File: src/ntc_pkg.sv
// Behaviour
// - Frame delay compensation shortens card-emulation frame delay by value times one carrier period.
// - Zero compensation gives nominal frame delay; nonzero shortens it.
// - Passive target bit 3 disables active peer-to-peer frame recognition when set.
// - Passive target bit 2 disables automatic 212/424 SENSF_RES responses when set.
// - Passive target bit 0 disables automatic NFC-A anti-collision when set.
// - With both bit 2 and bit 0 set, target traffic goes only through FIFO.
// - Sub-carrier frequency code 01 gives fc/32, code 00 gives fc/16 BPSK.
// - Pulse count code 10 gives 4, code 11 gives 8 pulses; others reserved.
// - Transmit period codes 0..3 give fc/128, fc/64, fc/32, fc/16; top bit reserved.
// - Auxiliary bit 7 set disables receive CRC check for all protocols.
// - CRC check skipped after REQA/WUPA commands and during anti-collision.
// - Identifier size code 00 selects 4 bytes, 01 selects 7 bytes.
// - Phase clock bit selects unshifted or 90 degree shifted measurement clock.
// - Receiver mode bit clear selects correlation receive; set is reserved.
// - Two-bit field n value feeds the field-on direct commands.
// - Registers 08h, 09h, 0Ah are read/write and reset to zero.
package ntc_pkg;
  // ----------------------------------------
  // Register map
  // ----------------------------------------
  localparam logic [7:0] PTD_IDX = 8'h08;
  localparam logic [7:0] SMD_IDX = 8'h09;
  localparam logic [7:0] AUX_IDX = 8'h0a;
  localparam logic [7:0] RST_VAL = 8'h00;
  // Writable bits; zeros are reserved positions
  localparam logic [7:0] PTD_MASK = 8'hfd;
  localparam logic [7:0] SMD_MASK = 8'h7f;
  localparam logic [7:0] AUX_MASK = 8'hbf;
  // ----------------------------------------
  // Field positions
  // ----------------------------------------
  localparam int FDEL_LSB = 4;
  localparam int P2P_BIT = 3;
  localparam int FRESP_BIT = 2;
  localparam int ACOL_BIT = 0;
  localparam int SCF_LSB = 5;
  localparam int SCP_LSB = 3;
  localparam int STX_LSB = 0;
  localparam int NOCRC_BIT = 7;
  localparam int IDSZ_LSB = 4;
  localparam int PHCLK_BIT = 3;
  localparam int RXMODE_BIT = 2;
  localparam int NVAL_LSB = 0;
  // ----------------------------------------
  // Decoded values
  // ----------------------------------------
  localparam logic [3:0] PULSES_4 = 4'h4;
  localparam logic [3:0] PULSES_8 = 4'h8;
  localparam logic [7:0] DIV_128 = 8'h80;
  localparam logic [7:0] DIV_64 = 8'h40;
  localparam logic [7:0] DIV_32 = 8'h20;
  localparam logic [7:0] DIV_16 = 8'h10;
  localparam logic [2:0] ID_BYTES_4 = 3'h4;
  localparam logic [2:0] ID_BYTES_7 = 3'h7;
  typedef struct packed {
    logic [7:0] ptd;
    logic [7:0] smd;
    logic [7:0] aux;
    logic [31:0] prdata;
    logic pready;
    logic pslverr;
    logic [3:0] fdt_trim;
    logic p2p_off;
    logic felresp_off;
    logic anticoll_off;
    logic fifo_only;
    logic [7:0] sc_div;
    logic sc_valid;
    logic [3:0] pulses;
    logic pulses_valid;
    logic [7:0] tx_div;
    logic tx_valid;
    logic crc_check;
    logic [2:0] id_bytes;
    logic id_valid;
    logic phase_shift;
    logic rx_corr;
    logic [1:0] field_n;
  } ntc_state_s;
endpackage

File: src/ntc_regs.sv
`timescale 1ns/1ns
module ntc_regs (
  input wire logic pclk, // 250 MHz clock
  input wire logic presetn, // Async reset, active low
  input wire logic psel, // APB select
  input wire logic penable, // APB access phase
  input wire logic pwrite, // APB write
  input wire logic [31:0] paddr, // APB byte address
  input wire logic [31:0] pwdata, // APB write data
  input wire logic [3:0] pstrb, // APB byte strobes
  output logic [31:0] prdata, // APB read data
  output logic pready, // APB ready
  output logic pslverr, // APB error on unmapped address
  input wire logic crc_bypass_req, // Engine: REQA/WUPA sent or anti-collision active
  output logic [3:0] fdt_trim, // Carrier periods removed from frame delay
  output logic p2p_off, // Active peer-to-peer recognition disabled
  output logic felresp_off, // Automatic 212/424 responses disabled
  output logic anticoll_off, // Automatic NFC-A anti-collision disabled
  output logic fifo_only, // Target traffic only via FIFO
  output logic [7:0] sc_div, // Sub-carrier divider of fc
  output logic sc_valid, // Sub-carrier code is defined
  output logic [3:0] pulses, // Sub-carrier pulses per report
  output logic pulses_valid, // Pulse code is defined
  output logic [7:0] tx_div, // Modulator period divider of fc
  output logic tx_valid, // Period code is defined
  output logic crc_check, // Check receive CRC now
  output logic [2:0] id_bytes, // Identifier length in bytes
  output logic id_valid, // Identifier code is defined
  output logic phase_shift, // Use 90 degree phase clock
  output logic rx_corr, // Correlation receiver selected
  output logic [1:0] field_n // Parameter n for field-on commands
);
  ntc_pkg::ntc_state_s st_r;
  ntc_pkg::ntc_state_s st_nxt;
  logic [7:0] idx;
  logic hit;
  logic acc;

  // ----------------------------------------
  // Bus decode and register update
  // ----------------------------------------
  always_comb begin
    st_nxt = st_r;
    idx = paddr[9:2];
    hit = (paddr[1:0] == 2'h0) && (paddr[31:10] == 22'h0) &&
          (idx == ntc_pkg::PTD_IDX || idx == ntc_pkg::SMD_IDX || idx == ntc_pkg::AUX_IDX);
    // One wait state: ready rises on the second access cycle, drops after
    acc = psel && penable && !st_r.pready;
    st_nxt.pready = acc;
    st_nxt.pslverr = acc && !hit;
    if (acc && pwrite && hit && pstrb[0]) begin
      case (idx)
        ntc_pkg::PTD_IDX: st_nxt.ptd = pwdata[7:0] & ntc_pkg::PTD_MASK;
        ntc_pkg::SMD_IDX: st_nxt.smd = pwdata[7:0] & ntc_pkg::SMD_MASK;
        ntc_pkg::AUX_IDX: st_nxt.aux = pwdata[7:0] & ntc_pkg::AUX_MASK;
        default: st_nxt.ptd = st_r.ptd;
      endcase
    end
    st_nxt.prdata = 32'h0;
    if (acc && !pwrite && hit) begin
      case (idx)
        ntc_pkg::PTD_IDX: st_nxt.prdata = {24'h0, st_r.ptd};
        ntc_pkg::SMD_IDX: st_nxt.prdata = {24'h0, st_r.smd};
        ntc_pkg::AUX_IDX: st_nxt.prdata = {24'h0, st_r.aux};
        default: st_nxt.prdata = 32'h0;
      endcase
    end

    // ----------------------------------------
    // Field decode from the next register image
    // ----------------------------------------
    // Zero gives the nominal delay; the engine subtracts this many fc periods
    st_nxt.fdt_trim = st_nxt.ptd[ntc_pkg::FDEL_LSB +: 4];
    st_nxt.p2p_off = st_nxt.ptd[ntc_pkg::P2P_BIT];
    st_nxt.felresp_off = st_nxt.ptd[ntc_pkg::FRESP_BIT];
    st_nxt.anticoll_off = st_nxt.ptd[ntc_pkg::ACOL_BIT];
    st_nxt.fifo_only = st_nxt.ptd[ntc_pkg::FRESP_BIT] && st_nxt.ptd[ntc_pkg::ACOL_BIT];
    case (st_nxt.smd[ntc_pkg::SCF_LSB +: 2])
      2'h0: begin
        st_nxt.sc_div = ntc_pkg::DIV_16;
        st_nxt.sc_valid = 1'b1;
      end
      2'h1: begin
        st_nxt.sc_div = ntc_pkg::DIV_32;
        st_nxt.sc_valid = 1'b1;
      end
      default: begin
        st_nxt.sc_div = 8'h0;
        st_nxt.sc_valid = 1'b0;
      end
    endcase
    case (st_nxt.smd[ntc_pkg::SCP_LSB +: 2])
      2'h2: begin
        st_nxt.pulses = ntc_pkg::PULSES_4;
        st_nxt.pulses_valid = 1'b1;
      end
      2'h3: begin
        st_nxt.pulses = ntc_pkg::PULSES_8;
        st_nxt.pulses_valid = 1'b1;
      end
      default: begin
        st_nxt.pulses = 4'h0;
        st_nxt.pulses_valid = 1'b0;
      end
    endcase
    st_nxt.tx_valid = !st_nxt.smd[ntc_pkg::STX_LSB + 2];
    case (st_nxt.smd[ntc_pkg::STX_LSB +: 2])
      2'h0: st_nxt.tx_div = ntc_pkg::DIV_128;
      2'h1: st_nxt.tx_div = ntc_pkg::DIV_64;
      2'h2: st_nxt.tx_div = ntc_pkg::DIV_32;
      default: st_nxt.tx_div = ntc_pkg::DIV_16;
    endcase
    if (!st_nxt.tx_valid) begin
      st_nxt.tx_div = 8'h0;
    end
    // Bypass request from the engine overrides the software enable
    st_nxt.crc_check = !st_nxt.aux[ntc_pkg::NOCRC_BIT] && !crc_bypass_req;
    case (st_nxt.aux[ntc_pkg::IDSZ_LSB +: 2])
      2'h0: begin
        st_nxt.id_bytes = ntc_pkg::ID_BYTES_4;
        st_nxt.id_valid = 1'b1;
      end
      2'h1: begin
        st_nxt.id_bytes = ntc_pkg::ID_BYTES_7;
        st_nxt.id_valid = 1'b1;
      end
      default: begin
        st_nxt.id_bytes = 3'h0;
        st_nxt.id_valid = 1'b0;
      end
    endcase
    st_nxt.phase_shift = st_nxt.aux[ntc_pkg::PHCLK_BIT];
    st_nxt.rx_corr = !st_nxt.aux[ntc_pkg::RXMODE_BIT];
    st_nxt.field_n = st_nxt.aux[ntc_pkg::NVAL_LSB +: 2];
  end

  always_ff @(posedge pclk or negedge presetn) begin
    if (!presetn) begin
      st_r <= '0;
      st_r.ptd <= ntc_pkg::RST_VAL;
      st_r.smd <= ntc_pkg::RST_VAL;
      st_r.aux <= ntc_pkg::RST_VAL;
      st_r.crc_check <= 1'b1;
      st_r.rx_corr <= 1'b1;
      st_r.sc_div <= ntc_pkg::DIV_16;
      st_r.sc_valid <= 1'b1;
      st_r.tx_div <= ntc_pkg::DIV_128;
      st_r.tx_valid <= 1'b1;
      st_r.id_bytes <= ntc_pkg::ID_BYTES_4;
      st_r.id_valid <= 1'b1;
    end else begin
      st_r <= st_nxt;
    end
  end

  assign prdata = st_r.prdata;
  assign pready = st_r.pready;
  assign pslverr = st_r.pslverr;
  assign fdt_trim = st_r.fdt_trim;
  assign p2p_off = st_r.p2p_off;
  assign felresp_off = st_r.felresp_off;
  assign anticoll_off = st_r.anticoll_off;
  assign fifo_only = st_r.fifo_only;
  assign sc_div = st_r.sc_div;
  assign sc_valid = st_r.sc_valid;
  assign pulses = st_r.pulses;
  assign pulses_valid = st_r.pulses_valid;
  assign tx_div = st_r.tx_div;
  assign tx_valid = st_r.tx_valid;
  assign crc_check = st_r.crc_check;
  assign id_bytes = st_r.id_bytes;
  assign id_valid = st_r.id_valid;
  assign phase_shift = st_r.phase_shift;
  assign rx_corr = st_r.rx_corr;
  assign field_n = st_r.field_n;
endmodule

File: config.mk
export PLATFORM = sky130hd
export DESIGN_NAME = ntc_regs
export DESIGN_NICKNAME = d
export VERILOG_FILES = /design/src/ntc_pkg.sv /design/src/ntc_regs.sv
export SDC_FILE = /design/constraint.sdc
export NUM_CORES = 1
export LEC_CHECK = 0
export ABC_AREA = 1
export BUFFER_PORTS_ARGS = -buffer_cell sky130_fd_sc_hd__clkbuf_2
export CELL_PAD_IN_SITES_DETAIL_PLACEMENT = 1
export CELL_PAD_IN_SITES_GLOBAL_PLACEMENT = 1
export CORE_MARGIN = 2
export CORE_UTILIZATION = 31
export CTS_CLUSTER_DIAMETER = 40
export CTS_CLUSTER_SIZE = 20
export DETAILED_ROUTE_END_ITERATION = 6
export PLACE_DENSITY = 0.87
export REMOVE_ABC_BUFFERS = 1
export SETUP_SLACK_MARGIN = 0.2
export SLEW_MARGIN = 20
export SYNTH_ARGS = -nofsm -noshare
export SYNTH_HDL_FRONTEND = slang
export SYNTH_SLANG_ARGS = --single-unit
File: constraint.sdc
create_clock -name pclk -period 1.8 [get_ports pclk]
set_clock_uncertainty 0.2 [all_clocks]
set_input_delay 0.27 -clock pclk [delete_from_list [all_inputs] [get_ports pclk]]
set_output_delay 0.27 -clock pclk [all_outputs]
set_load 0.02 [all_outputs]
==> results by group <==
Worst setup path
  • Data required, critical path: 1780 ps
  • FF-to-FF End: st_r[77]$_DFFE_PN0P_
  • Critical path startpoint category: flop
  • CP Depth: 8
  • Slowest stage cell, crit path: dfrtp_1
  • Crit end category: flop
  • Critical path's largest stage delay: 400 ps
  • Delay-heaviest family, CP: simple AND/OR/NAND/NOR gates
  • CP max FO: 7
  • Crit path buf inv count: 2
  • WS Path Type: reg -> reg
  • R2r setup slk: roughly 120 ps
  • Worst path most repeated cell: buf_4
  • R2r startpoint: pready$_DFF_PN0_
  • Critical Path AT: between 1500 and 2000 ps
  • Cell-by-cell listing of the critical path: nor2_2, nand2_2, nor2_4, buf_4, nand3_4, buf_4, nand2_1, o21ai_0
  • R2r worst-path depth: 8

Die
  • Starting Density: 0.320
  • # rows: 33
  • Core area: 8180 um^2
  • # IOs: roughly 150
  • Die width: around 96 um
  • Die Height: 95.8 um
  • Die area: slightly above 9000 um^2

GRT
  • GRT Overall Usage: 0.143
  • First-pass GRT wire length: 10100 um
  • Initial antenna violation count: 0
  • Largest net degree at the start of global routing: 48
  • Grt total ovfl: 0
  • Vias in the first global route: between 2000 and 2500

CTS
  • Clk sinks: 47
  • Htree depth: 2
  • Clock Tree Root: clkbuf_8
  • Clock buffer count from CTS: 5
  • Clock slew at reported path FFs: approximately 90 ps
  • CTS tree: yes
  • Max Root-Sink Buffers: 2
  • Worst skew pair latency: 290 ps

Synth
  • Number of synthesized flops with an enable pin: 0
  • Synth area leaders: dfrtp_1 (38%), buf_4 (18%), nand2_1 (9.9%), dfstp_2 (7.0%), inv_1 (5.6%)
  • Most common library cells after synthesis: nand2_1 (69), buf_4 (61), dfrtp_1 (40)
  • Count leader, synth: nand2_1
  • Warnings from Yosys: 0
  • Register bit total from synthesis: 47
  • Mapped Area: approximately 2600 um^2
  • Yosys top cell area share: 0.383
  • Post-Synthesis Cells: ~310
  • Average size of a mapped cell: around 8.6 um^2
  • Most common flop cell mapped by yosys: dfrtp_1
  • Register area share after synthesis: 0.454
  • Share of flip-flops with an asynchronous set or reset: 1.00
  • Synth area leader: dfrtp_1
  • Synth unique cells: 24

Timing
  • Setup TNS Final: 0 ps
  • RSZ-0062 raised after global routing: true
  • Minimum clock period after layout: roughly 1700 ps
  • Final Hold Viols: 0
  • Final setup viols: 0
  • FMAX: 594 MHz
  • Final Max Slew Viols: 0
  • Final worst path period share: 0.935

Place
  • I/O Buffers: 84
  • RePlAce Congestion: around 0.77
  • Placed Instance Area: approximately 3000 um^2
  • Cell count after placement: around 480
  • Final HPWL DP: a little under 5000 um

Pwr
  • Worst VDD drop: 0.361 mV
  • Pleak: about 0.0017 uW
  • Power per cell area: about 550 nW/um^2

Hold path
  • Hold path start: pwdata[7]
  • Worst hold stages: 3
  • Hold Crit Endpoint: st_r[97]$_DFFE_PN0P_
  • Hold Crit Class: in -> reg

Cells and area
  • Share of layout cells above drive strength 1: 0.487
  • Nets: ~470
  • Design area: 3470 um^2
  • Area of the multi-input gates: roughly 1200 um^2
  • Fin cells: ~500
  • Area occupied by registers: between 1000 and 1500 um^2
  • Util after Layout: 0.425
  • Filler instances: slightly below 1000
  • Syn-to-layout area delta: 32.9%
  • Antenna cells: 0

Drt
  • Final wirelength: between 6000 and 7000 um
  • Drt wl/cell: 13.3 um
  • Vias per inst: 4.24
  • Residual DRC: 0
  • DR iter-0 viols: between 60 and 70
  • Final ANT Viol Nets: 0
  • Pre-antenna DRT Iters: 4
  • Routed via count: ~2100

Run
  • Max-Cap Viols: 0

Run status
  • Status: finished clean
-- cell type report --
class | count | share of cell area
Clock buffer | 6 | 0.0209
Clock inverter | 2 | 0.00360
Inverter | 44 | 0.0490
Multi-Input combinational cell | 187 | 0.345
Sequential cell | 47 | 0.341
Tap cell | 105 | 0.0378
Timing Repair Buffer | 112 | 0.202
-- layout by cell type (no fill, tap or decap), types with 3 or more instances in the layout --
cell type and count:
a21oi_2 3, a31oi_4 4, buf_12 3, buf_4 15, buf_6 7, clkbuf_2 84, clkbuf_8 5, conb_1 36
dfrtp_1 40, dfstp_2 7, dlygate4sd3_1 3, inv_1 37, inv_2 5, nand2_1 54, nand2_2 12, nand2_4 6
nand3_1 4, nand3_4 7, nor2_1 21, nor2_2 9, nor2_4 5, o21ai_0 3, o21ai_1 4, o21ai_2 9
o21ai_4 5
-- worst min-delay path, delay by kind of cell --
family,cells,cell delay [ps]
buf+inv,2,160
compound gates,1,70
-- sequential cells by signal (all words and copies together) (netlist names), 2 cells and up --
name,count
sc_div,2
st_r,17
fdt_trim,3
prdata,8
id_bytes,2
pulses,2
tx_div,4
-- stage by stage --
step	hold WS [ps]	setup slack, ps	power, uW
after floorplan	-226	82.9	1190
after global placement	72.9	-74.9	1280
after global routing	39.8	19.5	2010
after CTS	31.5	119	1920
final	37.9	117	1910
after detailed placement	75.6	-144	1290
-- cell families after synthesis --
family / share of synthesized area
buffers and inverters: 0.249
flip-flops: 0.454
AO/OA/AOI/OAI: 0.0776
other: 0.00144
AND/OR/NAND/NOR: 0.218
-- metal layers --
layer,share of wire,track usage
met5,0,0
met4,0.012,0.0429
met3,0.052,0.0266
met2,0.55,0.270
met1,0.38,0.161
-- worst max-delay path by stage --
stage                                 from                     to
after global routing      pready$_DFF_PN0_    tx_div[4]$_DFF_PN0_
after floorplan           pready$_DFF_PN0_    fifo_only$_DFF_PN0_
after detailed placement         paddr[15]  id_bytes[1]$_DFF_PN0_
after global placement           paddr[13]  id_bytes[1]$_DFF_PN0_
final                     pready$_DFF_PN0_   st_r[77]$_DFFE_PN0P_
after CTS                 pready$_DFF_PN0_    tx_div[6]$_DFF_PN0_
-- where the power goes --
part | internal [uW] | total (uW) | switching (uW)
clock | 272 | 619 | 347
sequential | 1060 | 1060 | 1.47
combinational | 74.8 | 233 | 158
-- repair_timing --
action | CTS | global route
hold buffers | 3 | 0
buffers inserted | 4 | 4
endpoints found under the setup margin | 29 | 45
gates resized for setup | 32 | 40
gates cloned | 2 | 0
endpoints found under the hold margin | 42 | 0
pin swaps | 11 | 15
Power figures use the tool's default switching activity.
